==> config.mk <==
export PLATFORM = sky130hd
export DESIGN_NAME = switch_reset_unlock_control
export DESIGN_NICKNAME = d
export VERILOG_FILES = /design/src/switch_reset_unlock_pkg.sv /design/src/switch_reset_unlock_control.sv
export SDC_FILE = /design/constraint.sdc
export NUM_CORES = 1
export LEC_CHECK = 0
export BUFFER_PORTS_ARGS = -buffer_cell sky130_fd_sc_hd__buf_2
export CORE_MARGIN = 3
export CORE_UTILIZATION = 30
export DETAILED_ROUTE_END_ITERATION = 7
export HOLD_SLACK_MARGIN = 0.12
export PLACE_DENSITY = 0.57
export SYNTH_ARGS = -nofsm -noshare
export SYNTH_HDL_FRONTEND = slang
export SYNTH_SLANG_ARGS = --single-unit
==> constraint.sdc <==
create_clock -name sys_clk_i -period 4.8 [get_ports sys_clk_i]
set_clock_uncertainty 0.1 [all_clocks]
set_input_delay 0.96 -clock sys_clk_i [delete_from_list [all_inputs] [get_ports sys_clk_i]]
set_output_delay 0.96 -clock sys_clk_i [all_outputs]
set_load 0.01 [all_outputs]
==> src/switch_reset_unlock_pkg.sv <==
// constants and carrier types for the switch reset and unlock control bank
// Operation
// - writing one to bit 0 starts fundamental reset; bit reads zero
// - writing one to bit 1 starts hot reset plus upstream link retrain
// - completion for a trigger write goes out before the reset acts
// - unlock bit 3 set lets writes update lockable fields
// - unlock bit 3 clear makes every lockable field hold on writes
// - unlock bit resets to zero, sticky, set during reset sequence
// - bit 4 opens power budget data registers; bit 4 is lockable
// - bit 5 set stops hot reset on upstream data link down
// - bit 5 leaves other hot reset causes alone; resets zero, sticky
// - power budget data writes are ignored while bit 4 is clear
package switch_reset_unlock_pkg;

  localparam int ADDR_W = 12;
  localparam int DATA_W = 32;

  localparam logic [ADDR_W-1:0] SWITCH_GLOBAL_CONTROL_OFF = 12'h404;
  localparam logic [ADDR_W-1:0] PBDV_BASE_OFF = 12'h300;
  localparam int PBDV_COUNT = 8;

  localparam int FULL_RESET_BIT = 0;
  localparam int WARM_RESET_BIT = 1;
  localparam int RESERVED_BIT = 2;
  localparam int LOCK_WE_BIT = 3;
  localparam int PB_WE_BIT = 4;
  localparam int LD_SUPPRESS_BIT = 5;

  localparam logic LOCK_WE_RST = 1'b0;
  localparam logic PB_WE_RST = 1'b0;
  localparam logic LD_SUPPRESS_RST = 1'b0;
  localparam logic [DATA_W-1:0] PBDV_RST = 32'h0000_0000;
  localparam logic [DATA_W-1:0] UNMAPPED_RD = 32'h0000_0000;

  // cycles from write acceptance to completion, and completion to reset
  localparam int CPL_DELAY_CYC = 1;
  localparam int RESET_AFTER_CPL_CYC = 1;

  typedef struct packed {
    logic [ADDR_W-1:0] addr;
    logic [DATA_W-1:0] wdata;
    logic wr;
    logic rd;
  } reg_req_s;

  typedef struct packed {
    logic full;
    logic warm;
    logic retrain;
  } reset_req_s;

endpackage

==> src/switch_reset_unlock_control.sv <==
// switch global control low bits: reset triggers and unlock controls
//
// The implementer's own choice: the plain strobed port.
`timescale 1ns/1ps
`default_nettype none

module switch_reset_unlock_control
  import switch_reset_unlock_pkg::*;
#(
  parameter int NUM_PBDV = PBDV_COUNT
) (
  input wire logic sys_clk_i,
  input wire logic reset_i,
  input wire reg_req_s reg_req_i,
  input wire logic reset_seq_active_i,
  input wire logic hot_reset_cause_i,
  input wire logic upstream_dl_down_i,
  output logic [DATA_W-1:0] rd_data_o,
  output logic wr_cpl_o,
  output reset_req_s reset_req_o,
  output logic lockable_write_enable_o,
  output logic power_budget_write_enable_o,
  output logic linkdown_reset_suppress_o
);

  localparam int IDX_W = (NUM_PBDV > 1) ? $clog2(NUM_PBDV) : 1;

  function automatic logic pbdv_hit(input logic [ADDR_W-1:0] a);
    logic [ADDR_W-1:0] off;
    off = a - PBDV_BASE_OFF;
    pbdv_hit = (a >= PBDV_BASE_OFF) && (off[1:0] == 2'h0) &&
               (off[ADDR_W-1:2] < (ADDR_W-2)'(NUM_PBDV));
  endfunction

  function automatic logic [IDX_W-1:0] pbdv_idx(input logic [ADDR_W-1:0] a);
    logic [ADDR_W-1:0] off;
    off = a - PBDV_BASE_OFF;
    pbdv_idx = off[IDX_W+1:2];
  endfunction

  // state
  logic lock_we_r;
  logic lock_we_nxt;
  logic pb_we_r;
  logic pb_we_nxt;
  logic ld_suppress_r;
  logic ld_suppress_nxt;
  logic full_pend_r;
  logic warm_pend_r;
  logic cpl_r;
  logic dl_down_d_r;
  reset_req_s reset_req_r;
  reset_req_s reset_req_nxt;
  logic [DATA_W-1:0] rd_data_r;
  logic [DATA_W-1:0] rd_data_nxt;
  logic [NUM_PBDV-1:0][DATA_W-1:0] pbdv_r;

  // decode
  wire ctl_hit = (reg_req_i.addr == SWITCH_GLOBAL_CONTROL_OFF);
  wire ctl_wr = reg_req_i.wr && ctl_hit;
  wire pb_hit = pbdv_hit(reg_req_i.addr);
  wire [IDX_W-1:0] pb_idx = pbdv_idx(reg_req_i.addr);
  wire pb_wr = reg_req_i.wr && pb_hit && pb_we_r;
  wire full_trig = ctl_wr && reg_req_i.wdata[FULL_RESET_BIT];
  wire warm_trig = ctl_wr && reg_req_i.wdata[WARM_RESET_BIT];
  wire dl_rise = upstream_dl_down_i && !dl_down_d_r;

  // sequencer set wins over a software clear in the same cycle
  assign lock_we_nxt = reset_seq_active_i ? 1'b1 :
                       ctl_wr ? reg_req_i.wdata[LOCK_WE_BIT] :
                       lock_we_r;

  // bit 4 is itself lockable, so it only moves while unlocked
  assign pb_we_nxt = (ctl_wr && lock_we_r) ?
                     reg_req_i.wdata[PB_WE_BIT] : pb_we_r;

  assign ld_suppress_nxt = ctl_wr ? reg_req_i.wdata[LD_SUPPRESS_BIT] :
                           ld_suppress_r;

  // a link-down only counts on its rising edge and only if not suppressed
  assign reset_req_nxt.full = full_pend_r;
  assign reset_req_nxt.warm = warm_pend_r || hot_reset_cause_i ||
                              (dl_rise && !ld_suppress_r);
  assign reset_req_nxt.retrain = warm_pend_r;

  // trigger bits and reserved bit never read back as one
  wire [DATA_W-1:0] ctl_rd = {
    {(DATA_W-6){1'b0}},
    ld_suppress_r,
    pb_we_r,
    lock_we_r,
    3'h0
  };

  assign rd_data_nxt = !reg_req_i.rd ? UNMAPPED_RD :
                       ctl_hit ? ctl_rd :
                       pb_hit ? pbdv_r[pb_idx] :
                       UNMAPPED_RD;

  // only reset_i clears sticky bits; hot reset causes never touch them
  always_ff @(posedge sys_clk_i) begin
    if (reset_i) begin
      lock_we_r <= LOCK_WE_RST;
      pb_we_r <= PB_WE_RST;
      ld_suppress_r <= LD_SUPPRESS_RST;
    end else begin
      lock_we_r <= lock_we_nxt;
      pb_we_r <= pb_we_nxt;
      ld_suppress_r <= ld_suppress_nxt;
    end
  end

  // completion leaves one cycle ahead of the reset request
  always_ff @(posedge sys_clk_i) begin
    if (reset_i) begin
      full_pend_r <= 1'b0;
      warm_pend_r <= 1'b0;
      cpl_r <= 1'b0;
      dl_down_d_r <= 1'b0;
      reset_req_r <= '0;
      rd_data_r <= UNMAPPED_RD;
    end else begin
      full_pend_r <= full_trig;
      warm_pend_r <= warm_trig;
      cpl_r <= reg_req_i.wr;
      dl_down_d_r <= upstream_dl_down_i;
      reset_req_r <= reset_req_nxt;
      rd_data_r <= rd_data_nxt;
    end
  end

  // contents are undefined after reset in the real part; zero is chosen
  always_ff @(posedge sys_clk_i) begin
    if (reset_i) begin
      pbdv_r <= {NUM_PBDV{PBDV_RST}};
    end else if (pb_wr) begin
      pbdv_r[pb_idx] <= reg_req_i.wdata;
    end
  end

  assign rd_data_o = rd_data_r;
  assign wr_cpl_o = cpl_r;
  assign reset_req_o = reset_req_r;
  assign lockable_write_enable_o = lock_we_r;
  assign power_budget_write_enable_o = pb_we_r;
  assign linkdown_reset_suppress_o = ld_suppress_r;
endmodule

`default_nettype wire

; Yosys cells after proc, flatten, opt, wreduce, memory -nomap -nowiden
; Cells that the tools add are included.
[word_totals]
output_inout_bits = 39
input_bits = 51
reg_bits = 298
[op_classes]
n_mux = 9
n_addsub = 1
n_bitwise = 2
n_lt_le_gt_ge = 4
n_eq_ne = 1
reduce_logical = 19
[ops]
columns = cell, n
row1 = 256-bit bitwise mux, 1
row2 = 32-bit binary-select mux with 3-bit select, 1
row3 = 32-bit demux with 3-bit select, 1
row4 = 32-bit 2-to-1 mux, 2
row5 = "12-bit by 11-bit == test with 1-bit output, second input constant", 1
row6 = "12-bit by 10-bit greater-or-equal comparator with 1-bit output, second input constant", 1
row7 = 6-bit 2-to-1 mux, 2
row8 = "12-bit by 10-bit subtractor with 12-bit output, second input constant", 1
row9 = 1-bit logical AND, 11
row10 = "10-bit by 4-bit < comparator with 1-bit output, second input constant", 1
row11 = "3-bit by 4-bit < comparator with 1-bit output, second input constant", 1
row12 = 4-bit OR reduction, 1
row13 = "3-bit by 1-bit greater-or-equal comparator with 1-bit output, second input constant", 1
row14 = 1-bit logical NOT, 2
row15 = 2-bit logical NOT, 1
row16 = 1-bit logical OR, 2
row17 = 1-bit 2-to-1 mux, 2
row18 = 1-bit NOT, 2
row19 = 2-bit nonzero test, 1
row20 = 2-bit OR reduction, 1

; Logic depth before layout (Yosys ltp)
; Gate-level depths: netlist (run 1).
[logic_depth]
word_depth = 6
ltp_mapped = 8
ltp_nobuf = 4

; Worst setup path after synthesis (run 1)
; No wires, ideal clock.
[synth_path]
kind = input -> register
from = input port reg_req_i[45] in the netlist's numbering
to = register pbdv_r[193] in the netlist's numbering
n_path_buf = 3
path_stages = 7
setup_slack_ns = 2.035
t_arrival_ns = 2.523
t_required_ns = 4.558
setup_time_ns = 0.142
path_cell_list = or4_4 -> buf_6 -> or4_1 -> buf_2 -> buf_6 -> nand2_2 -> a21oi_2
[synth_between]
elab_chain_len = 5
word_cells_on_any_way = 7
[synth_lines]
columns = item, line_no
row1 = "start, declared", switch_reset_unlock_control.sv:14  ; input wire reg_req_s reg_req_i,
row2 = 12-bit by 10-bit subtractor with 12-bit output or 12-bit by 10-bit greater-or-equal comparator with 1-bit output (tied branches), n/a
row3 = 10-bit by 4-bit < comparator with 1-bit output or 1-bit logical AND (tied branches), "switch_reset_unlock_control.sv:32, switch_reset_unlock_control.sv:31"
row4 = 1-bit logical AND (*), switch_reset_unlock_control.sv:31  ; pbdv_hit = (a >= PBDV_BASE_OFF) && (off[1:0] == 2'h0) &&
row5 = 1-bit logical AND (*) (2 in a row), switch_reset_unlock_control.sv:63  ; wire pb_wr = reg_req_i.wr && pb_hit && pb_we_r;
row6 = "end signal, assigned", switch_reset_unlock_control.sv:135  ; pbdv_r <= {NUM_PBDV{PBDV_RST}};
row7 = "end signal, assigned by index", switch_reset_unlock_control.sv:137  ; pbdv_r[pb_idx] <= reg_req_i.wdata;
row8 = "end, declared", switch_reset_unlock_control.sv:56  ; logic [NUM_PBDV-1:0][DATA_W-1:0] pbdv_r;
; Mark *: on every way between the ends. The rest lies on a longest branch, timed or not.
; A chain may end at the register's enable or synchronous reset.

; Worst setup path after layout (run 1)
[layout_path]
from = input port reg_req_i[45] in the netlist's numbering
to = register pbdv_r[106] in the netlist's numbering
; The elaborated chain is that of the path after synthesis.

==> results of run 1 <==
[synth_stat cells]
| cell | n |
|---|---|
| nand2_1 | 484 |
| dfxtp_1 | 298 |
| a21oi_1 | 226 |
| clkbuf_1 | 71 |
| buf_2 | 67 |
| a22oi_1 | 58 |
| a21oi_2 | 30 |
| nand2_2 | 30 |
| a221oi_1 | 29 |
| a22o_1 | 29 |
| a31oi_1 | 29 |
| buf_6 | 13 |
| nor2_1 | 8 |
| nand4_1 | 7 |
| mux4_2 | 6 |
| and4_1 | 5 |
| nand4b_1 | 5 |
| nor2b_1 | 5 |
| buf_1 | 4 |
| mux2i_1 | 4 |
| nor3b_1 | 4 |
| nor4_4 | 4 |
| nor4bb_1 | 4 |
| or4_1 | 4 |
| nor3_1 | 3 |
| and2_1 | 2 |
| and3b_1 | 2 |
| inv_1 | 2 |
| nor4b_1 | 2 |
| o2bb2ai_1 | 2 |
| a211oi_1 | 1 |
| a2bb2o_1 | 1 |
| and3_1 | 1 |
| and4b_1 | 1 |
| nor4_2 | 1 |
| o21ai_0 | 1 |
| o41ai_1 | 1 |
| or2_2 | 1 |
| or4_4 | 1 |
[per-stage QoR]
step	power, uW	instance area, sq um	util, %	worst slack [ps]
after CTS	5110	13600	34.8	2000
after global placement	2700	12600	32.2	1500
final	5060	13600	34.8	1960
after detailed placement	2700	12600	32.2	1470
after global routing	5210	13600	34.8	1860
after floorplan	2640	12000	-	2040
[layout make-up]
class                   count  area, sq um  share of cell area [%]
clock buffers              49          948                    7.00
clock inverters             5         53.8                   0.397
inverters                   2         7.51                  0.0554
flip-flops and latches    298         5970                    44.0
multi-input cells         991         5260                    38.8
repair buffers            117          677                    4.99
well taps                 518          648                    4.78
[routing by layer]
layer / vias to the layer above / part of all wire, % / global-route usage [%]
li1: 4909 / - / -
met1: 5076 / 43 / 23.3
met2: 323 / 49 / 31.0
met3: 54 / 5.6 / 2.71
met4: 0 / 1.7 / 4.44
met5: - / 0 / 0
[worst reg2reg max path: stages (launching register included)]
cell and delay, ps:
dfxtp_1 390, nand4b_1 460, nor4_4 840, buf_4 440, nand2_1 120, a21oi_2 130
[power groups by stage]
stage / registers, uW / clock network, uW / logic, uW
floorplan: 2530 / 0 / 109
global placement: 2530 / 0 / 170
detailed placement: 2530 / 0 / 171
CTS: 2480 / 2460 / 171
global route: 2480 / 2550 / 184
finish: 2480 / 2410 / 172
[registers in the layout, summed over array words and instances (netlist names)]
register / flops
reset_req_o: 3
lockable_write_enable_o: 1
linkdown_reset_suppress_o: 1
power_budget_write_enable_o: 1
warm_pend_r: 1
rd_data_o: 32
wr_cpl_o: 1
full_pend_r: 1
dl_down_d_r: 1
pbdv_r: 256
[path summary, 6_finish.rpt]
check	start	end	slack, ps
min	pbdv_r[22]	pbdv_r[22]	350
max reg2reg	power_budget_write_enable_o	pbdv_r[106]	2250
max	reg_req_i[45]	pbdv_r[106]	1960
min reg2reg	pbdv_r[22]	pbdv_r[22]	350
[cell families after synthesis]
family,count (synthesis),synth area share [%]
simple gates,574,20.8
compound gates,407,21.4
flops,298,49.8
buf+inv,157,6.44
mux,10,1.46
[layout by cell type, fill, tap and decap left out, drive strengths merged]
cell,n
and3,1
mux4,6
dfxtp,298
nand2,514
clkinv,3
a22o,29
a2bb2o,1
a21oi,256
o21ai,1
a221oi,29
or2,1
nand4b,5
nor3,3
a211oi,1
nor3b,4
bufinv,1
nor2b,5
and3b,2
and4b,1
nor4,5
buf,116
mux2i,4
nor2,8
nor4bb,4
and4,5
nor4b,2
a31oi,29
inv,3
clkbuf,50
or4,5
o2bb2ai,2
a22oi,58
o41ai,1
nand4,7
and2,2
==> impl_results.md, run 1 <==
* Pleak at 0.00431 uW
* Estimated wirelength of the detail-placed design at 20700 um
* Yosys top cell by area: dfxtp_1
* Total GRT Usage at 17.9%
* Final net count at 1495
* Slew Limit Fails at 0
* Slowest cell delay on critical path at 740 ps
* Clock Sinks at 298
* DRT iter0 DRCs at 974
* Pin count of the biggest net entering global routing at 221
* Hold Path Class: reg2reg
* Final min period at 2840 ps
* Area grow syn2layout at 13.3%
* Worst Reg2Reg Path Length in Cells at 5
* Die ar. at 0.0423 sq mm
* Comb pwr share at 3.4%
* Starting Density at 30.7%
* Num CTS Buffers at 34
* Synth unique cells at 39
* DR DRC count at 0
* Clock-pin slew on the worst setup and hold paths at 60 ps
* Main area contributors after synthesis: dfxtp_1, nand2_1, a21oi_1
* Resize count post-CTS at 0
* DR WL/cell at 19.5 um
* Syn Nets at 1497
* Mapped Area at 0.0120 sq mm
* Status: completed
* Ports at 90
* Worst-Margin Slew at 1070 ps
* Sw Pwr at 1130 uW
* Final Hold Viols at 0
* Vias in the first global route at 9828
* Drt first pass iters at 5
* Num rows at 72
* Worst vdd ir at 0.000230 V
* Worst setup EP type: register
* #FFs+latches synth at 298
* Initial antenna violation count at 0
* Critical path cell sequence: buf_2 -> or4_4 -> nor4_4 -> buf_4 -> nand2_1 -> a21oi_2
* Clock group share of total power at 47.6%
* Pwr Density at 373 mW/mm^2
* Max Freq at 353 MHz
* RSZ-0062 raised after global routing: no
* Crit path buffers/inverters at 2
* CP max-delay cell: nor4_4
* Die X at 206 um
* Yosys Warn Count at 0
* Pint at 3930 uW
* Grt total ovfl at 0
* Worst endpoint required time at 5130 ps
* Routed vias/inst at 5.23
* Mapped Cells at 1446
* Layout cells sized above 1 at 16.2%
* Post-CTS setup buffers at 0
* Tcrit/Tclk final at 59.1%
* DP Cell Count at 1926
* Cell family with most CP delay: simple AND/OR/NAND/NOR gates
* Sequential area share after synthesis at 49.8%
* Post-CTS Hold Buffers at 0
* Worst EP arrival at 3160 ps
* Critical Path Stages at 6
* Sw frac at 22.3%
* DR vias at 10400
* Final WL at 38700 um
* # Max-Cap Violations at 0
* Seq pwr share at 49.0%
* Root buf cell: clkbuf_16
* Ant. Diodes at 0
* Worst skew pair latency at 500 ps
* Fillers at 3990
* Max Root-Sink Buffers at 3
* RD Place Congestion at 0.755
* Crit path launch type: input port
* Final hold slack at 349 ps
* Final std cells w/o fill at 1980
* Die Y at 206 um
* Core Footprint at 0.0390 sq mm
* Rel. slew slack at 28.9%
* CP Class: in2reg
* Yosys top cell area share at 49.8%
* Hold path depth at 2
* CTS H-tree lvls at 2
* First-pass GRT wire length at 59300 um
* TritonCTS clock tree: yes
* Syn Area/Cell at 8.28 sq um
* Setup TNS at 0 ps
* Final Setup Violations at 0
* Final ANT Viol Nets at 0
* Crit Path Max Fanout at 21
* IO Port Bufs at 89
(Power assumes the default switching activity.)
==> run 2: changes to the inputs <==
--- a/config.mk
+++ b/config.mk
@@ -5,12 +5,13 @@
 export SDC_FILE = /design/constraint.sdc
 export NUM_CORES = 1
 export LEC_CHECK = 0
+export ABC_AREA = 1
 export BUFFER_PORTS_ARGS = -buffer_cell sky130_fd_sc_hd__buf_2
 export CORE_MARGIN = 3
 export CORE_UTILIZATION = 30
 export DETAILED_ROUTE_END_ITERATION = 7
 export HOLD_SLACK_MARGIN = 0.12
-export PLACE_DENSITY = 0.57
+export PLACE_DENSITY = 0.56
 export SYNTH_ARGS = -nofsm -noshare
 export SYNTH_HDL_FRONTEND = slang
 export SYNTH_SLANG_ARGS = --single-unit
==> constraint.sdc (replaced) <==
create_clock -name sys_clk_i -period 2.8 [get_ports sys_clk_i]
set_clock_uncertainty 0.1 [all_clocks]
set_input_delay 0.56 -clock sys_clk_i [delete_from_list [all_inputs] [get_ports sys_clk_i]]
set_output_delay 0.56 -clock sys_clk_i [all_outputs]
set_load 0.01 [all_outputs]
==> run 2 against run 1 <==
Net effect: worst setup slack got worse by 1100 ps; via count increased by 19%; area after synthesis increased by 13%; sequential power increased by 71%; clock-buffer cell count increased by 4; flip-flop and latch count unchanged; first-iteration DRC count decreased by 4.9%; global-route usage decreased by 1.6 points; routed wire length increased by 0.31%; die area increased by 13%; critical path depth increased by 3; critical endpoint is now pbdv_r[71]; largest cell class unchanged; non-clock buffer count increased by 9.
==> impl_results.md, run 2 <==
* Area grow syn2layout at 15.2%
* Initial antenna violation count at 4
* Die X at 218 um
* Commonest cells after routing, fill and taps aside: nand2_1, nor2_1, dfxtp_1, inv_1, buf_2
* Reg-to-Reg End: pbdv_r[145]
* Pin count of the biggest net entering global routing at 120
* Worst endpoint required time at 3100 ps
* Hold Path Class: in2reg
* # Max-Cap Violations at 0
* Max reg flops at 256
* CTS H-tree lvls at 2
* Starting Density at 30.5%
* Core Footprint at 0.0444 sq mm
* DRT iter0 DRCs at 926
* Setup TNS at 0 ps
* Worst skew pair latency at 510 ps
* Slew Limit Fails at 0
* Final ANT Viol Nets at 0
* Max Root-Sink Buffers at 3
* Status: completed
* Critical path cell sequence: buf_2 -> inv_2 -> nand3_1 -> inv_1 -> nand3_4 -> buf_4 -> nand2_1 -> nand2_1 -> nor2_1
* Tcrit/Tclk final at 69.5%
* First-pass GRT wire length at 62400 um
* DR vias at 12300
* RSZ-0062 raised after global routing: no
* Total GRT Usage at 16.2%
* Syn Area/Cell at 6.30 sq um
* R2R setup slack at 940 ps
* Most common cell after layout, fill and taps aside: nand2_1
* Mapped Area at 0.0135 sq mm
* Num rows at 77
* TritonCTS clock tree: yes
* Sequential area share after synthesis at 44.0%
* Max Freq at 514 MHz
* Synth unique cells at 25
* DR WL/cell at 13.9 um
* Pleak at 0.00806 uW
* Final Hold Viols at 0
* Estimated wirelength of the detail-placed design at 23300 um
* Syn Nets at 2202
* Main area contributors after synthesis: dfxtp_1, nand2_1, nor2_1
* #FFs+latches synth at 298
* Final hold slack at 181 ps
* Root buf cell: clkbuf_16
* Yosys top cell area share at 44.0%
* Clock Sinks at 298
* Worst setup EP type: register
* Crit Path Max Fanout at 64
* Fillers at 4743
* Yosys Warn Count at 0
* Beginning of the worst hold path: upstream_dl_down_i
* Ys async rst share at 0%
* CP Class: in2reg
* Cell mode on critical path: nand2_1
* Final min period at 1940 ps
* Area after DPL at 0.0145 sq mm
* Resize count post-CTS at 0
* Post-CTS setup buffers at 0
* Clock-pin slew on the worst setup and hold paths at 60 ps
* Worst-Margin Slew at 819 ps
* RD Place Congestion at 0.785
* Vias in the first global route at 11400
* Final Setup Violations at 0
* Rel. slew slack at 45.3%
* Ys flop type: dfxtp_1
* Drt first pass iters at 6
* CP max-delay cell: buf_4
* Post-CTS Hold Buffers at 0
* Multi-input logic area at 0.00589 sq mm
* Num CTS Buffers at 36
* Grt total ovfl at 0
* Routed vias/inst at 4.42
* R2r startpoint: power_budget_write_enable_o
* Worst EP arrival at 2250 ps
* Final WL at 38800 um
* Die Y at 218 um
* Post-synth top cells: nand2_1, nor2_1, dfxtp_1, inv_1, o22ai_1
* Layout cells sized above 1 at 9.29%
* Crit path launch type: input port
* Count leader, synth: nand2_1
* IO Port Bufs at 89
* Post-synth EDFFs at 0
* Final net count at 2225
* Yosys top cell by area: dfxtp_1
* Mapped Cells at 2151
* Worst vdd ir at 0.000341 V
* Worst Reg2Reg Path Length in Cells at 7
* Top reg by flops: pbdv_r
* Hold EP: dl_down_d_r
* Core Util, Final at 35.1%
* Post-route cell area at 0.0156 sq mm
* Register area at 0.00597 sq mm
* Die ar. at 0.0477 sq mm
* Pwr Density at 582 mW/mm^2
* Hold path depth at 3
* Slowest cell delay on critical path at 580 ps
* Ports at 90
* DR DRC count at 0
run 2: cell count changes after synthesis, sizes merged, moves of 39 or more:
cell,change
a22oi,-58
o21ai,+39
nor2,+566
a21oi,-223
inv,+279
o22ai,+82
nand2,+149
run 2: where the power goes:
group | internal (uW) | switching [uW] | leakage [uW]
Clock | 2720 | 1770 | 0.000562
Sequential | 4240 | 2.58 | 0.00240
Combinational | 75.3 | 275 | 0.00509
run 2: cells by family after synthesis:
kind of cell | share of synthesized area, %
AOI/OAI and AO/OA | 6.61
DFF | 44.0
buffers and inverters | 12.5
and+or+nand+nor | 36.9
run 2: layout make-up:
cell class | instances | share of cell area, %
well taps | 592 | 4.75
clock inverters | 7 | 0.457
multi-input cells | 1431 | 37.7
repair buffers | 126 | 5.20
clock buffers | 53 | 6.83
inverters | 281 | 6.79
flip-flops and latches | 298 | 38.2
diodes | 1 | 0.0160
run 2: how the worst max path moves through the flow:
stage / startpoint / end / slack, ps / cells after the start
final: reg_req_i[38] / pbdv_r[71] / 860 / 9
after global routing: reg_req_i[38] / pbdv_r[78] / 680 / 9
after CTS: reg_req_i[38] / pbdv_r[71] / 890 / 9
after detailed placement: reg_req_i[38] / pbdv_r[71] / 340 / 9
after global placement: reg_req_i[37] / rd_data_o[5] / 420 / 7
after floorplan: reg_req_i[36] / rd_data_o[17] / 960 / 8
run 2: worst max-delay path, delay by kind of cell:
kind                   cells  cell delay (ps)
buffers and inverters      4             1160
AND/OR/NAND/NOR            5              490
run 2: stage by stage:
step | total power, uW | cells | worst slack, ps
5_1_grt | 9430 | 2789 | 677
3_5_place_dp | 4690 | 2728 | 344
2_1_floorplan | 4540 | 2151 | 957
6_report | 9080 | 2789 | 855
4_1_cts | 9220 | 2788 | 888
3_3_place_gp | 4690 | 2728 | 419
run 2: per-layer routing:
| metal | part of all wire, % | wire length [um] | GRT usage [%] | vias to the layer above |
|---|---|---|---|---|
| li1 | - | - | - | 6418 |
| met3 | 4.6 | 1800 | 2.41 | 41 |
| met4 | 1.6 | 624 | 3.74 | 4 |
| met5 | 0.088 | 34 | 0 | - |
| met1 | 48 | 18700 | 22.2 | 5610 |
| met2 | 46 | 17700 | 27.0 | 248 |
==> run 3: changes to the inputs <==
--- a/config.mk
+++ b/config.mk
@@ -5,13 +5,13 @@
 export SDC_FILE = /design/constraint.sdc
 export NUM_CORES = 1
 export LEC_CHECK = 0
-export ABC_AREA = 1
+export ABC_AREA = 0
 export BUFFER_PORTS_ARGS = -buffer_cell sky130_fd_sc_hd__buf_2
 export CORE_MARGIN = 3
 export CORE_UTILIZATION = 30
 export DETAILED_ROUTE_END_ITERATION = 7
 export HOLD_SLACK_MARGIN = 0.12
-export PLACE_DENSITY = 0.56
+export PLACE_DENSITY = 0.58
 export SYNTH_ARGS = -nofsm -noshare
 export SYNTH_HDL_FRONTEND = slang
 export SYNTH_SLANG_ARGS = --single-unit
==> constraint.sdc (replaced) <==
create_clock -name sys_clk_i -period 1.75 [get_ports sys_clk_i]
set_clock_uncertainty 0.1 [all_clocks]
set_input_delay 0.35 -clock sys_clk_i [delete_from_list [all_inputs] [get_ports sys_clk_i]]
set_output_delay 0.35 -clock sys_clk_i [all_outputs]
set_load 0.01 [all_outputs]
==> run 3 against run 2 <==
Net effect: the flow now finishes with violations (negative setup slack); die area shrank 11%; final cell count shrank 24%; sequential power grew 60%; total power grew 61%; routed wire length grew 9.5%; hold slack gained 19 ps; flip-flop and latch count is the same; final area grew 0.44%; via count shrank 9.9%; worst setup slack lost 970 ps; critical path type is now reg2reg; largest cell class unchanged.
==> impl_results.md, run 3 (same netlist as run 1, synthesis figures left out) <==
* Max reg flops at 256
* Worst setup EP type: register
* Final min period at 1860 ps
* Final net count at 1633
* Critical path cell sequence: nand4b_1 -> buf_4 -> or4_4 -> buf_12 -> nand2_1 -> a21oi_1
* Final Setup Violations at 122
* Reg-to-Reg End: pbdv_r[160]
* TritonCTS clock tree: yes
* Commonest cells after routing, fill and taps aside: nand2_1, dfxtp_1, a21oi_1, buf_2, buf_4
* CTS H-tree lvls at 2
* RSZ-0062 raised after global routing: yes
* Estimated wirelength of the detail-placed design at 23700 um
* Root buf cell: clkbuf_16
* Crit path buffers/inverters at 2
* Final ANT Viol Nets at 0
* Failing checks: negative setup slack
* Starting Density at 30.7%
* Slew Limit Fails at 0
* CP startpoint: power_budget_write_enable_o
* DR vias at 11100
* CP max-delay cell: or4_4
* Area grow syn2layout at 30.9%
* Crit Path Max Fanout at 23
* Routed vias/inst at 5.22
* R2r startpoint: power_budget_write_enable_o
* Pleak at 0.00526 uW
* DP Worst Slack at -491 ps
* DRT iter0 DRCs at 1049
* IO Port Bufs at 89
* Worst endpoint required time at 2020 ps
* Hold Path Class: in2reg
* Num CTS Buffers at 35
* Max Root-Sink Buffers at 3
* Pin count of the biggest net entering global routing at 108
* Final Hold Viols at 0
* Total GRT Usage at 18.4%
* Post-route cell area at 0.0157 sq mm
* Grt total ovfl at 0
* Max Freq at 537 MHz
* Area after DPL at 0.0136 sq mm
* Beginning of the worst hold path: reg_req_i[1]
* Register area at 0.00597 sq mm
* R2R setup slack at -110 ps
* Cell family with most CP delay: simple AND/OR/NAND/NOR gates
* Worst vdd ir at 0.000458 V
* Worst skew pair latency at 510 ps
* Clock-pin slew on the worst setup and hold paths at 60 ps
* CP Class: reg2reg
* Status: finished, violations left
* Num rows at 72
* Tcrit/Tclk final at 106%
* First-pass GRT wire length at 61900 um
* Final WS setup at -112 ps
* Worst-Margin Slew at 522 ps
* Worst EP arrival at 2130 ps
* Pwr Total at 14600 uW
* DR WL/cell at 20.0 um
* Vias in the first global route at 10700
* Die Y at 206 um
* Layout cells sized above 1 at 25.9%
* DP Cell Count at 2010
* RD Place Congestion at 0.782
* Initial antenna violation count at 1
* Core Util, Final at 40.2%
* Drt first pass iters at 5
* Slowest cell delay on critical path at 520 ps
* Die X at 206 um
* Crit path launch type: register
* Most common cell after layout, fill and taps aside: nand2_1
* Worst Reg2Reg Path Length in Cells at 6
* Ports at 90
* DR DRC count at 0
* Rel. slew slack at 65.2%
* Pwr Density at 930 mW/mm^2
* Core Footprint at 0.0390 sq mm
* Multi-input logic area at 0.00553 sq mm
* Clock Sinks at 298
* # Max-Cap Violations at 0
* Crit path capture: pbdv_r[160]
* Fillers at 3845
* Critical Path Stages at 6
* Die ar. at 0.0423 sq mm
* Ant. Diodes at 0
* Final WL at 42500 um
* Top reg by flops: pbdv_r
* Final std cells w/o fill at 2124
==> run 3: cell count changes in the layout (fill, tap and decap cells not counted), sizes merged, moves of 28 or more <==
cell	change
dlygate4sd3	+35
inv	-279
nor2	-566
a22oi	+58
nand3	-28
a31oi	+29
a22o	+29
nand2	-149
a221oi	+29
buf	+80
a21oi	+223
o22ai	-82
o21ai	-39
==> run 3: per-stage QoR <==
stage | hold slack [ps] | TNS, ps
after global placement | 335 | -89720
final | 199 | -8000
after CTS | 185 | -1460
after detailed placement | 320 | -98390
after floorplan | 314 | -36700
after global routing | 220 | -17490
==> run 3: worst min path at each step <==
| stage | endpoint | slack [ps] | cells after the start |
|---|---|---|---|
| final | wr_cpl_o | 200 | 3 |
| after global routing | pbdv_r[4] | 220 | 3 |
| after CTS | pbdv_r[195] | 180 | 3 |
| after detailed placement | reset_req_o[2] | 320 | 1 |
| after global placement | pbdv_r[35] | 340 | 2 |
| after floorplan | reset_req_o[2] | 310 | 1 |
==> run 3: timing repair <==
action                                  4_1_cts  5_1_grt
setup buffers                                 1        2
hold buffers                                 35        0
pin swaps                                     1       55
resized for setup                             3       83
hold endpoints to repair                    262        0
gates cloned                                  0       15
endpoints found under the setup margin       92      194
==> run 3: report_power, final <==
group	switching (uW)	total [uW]	internal (uW)
Combinational	429	689	260
Sequential	2.60	6790	6790
Clock	2990	7100	4110
Total	3420	14600	11200
==> run 3: layout make-up <==
class                   instances  area share, %
well taps                     518           4.13
repair buffers                254           15.5
flip-flops and latches        298           38.1
multi-input cells             991           35.3
clock inverters                14          0.774
clock buffers                  47           6.26
inverters                       2         0.0479
==> run 3: worst reg2reg max path, delay by kind of cell (launching register included) <==
kind	cells	cell delay, ps
AO/OA/AOI/OAI	1	70
buffers and inverters	2	430
flip-flops	1	320
AND/OR/NAND/NOR	3	820
==> run 3: layer usage <==
layer	vias up	GRT usage [%]	routed length (um)	part of all wire, %
met5	-	0	0	0
met2	413	31.4	20300	48
met3	76	2.28	2890	6.8
li1	5190	-	-	-
met4	0	5.25	1020	2.4
met1	5418	24.5	18300	43
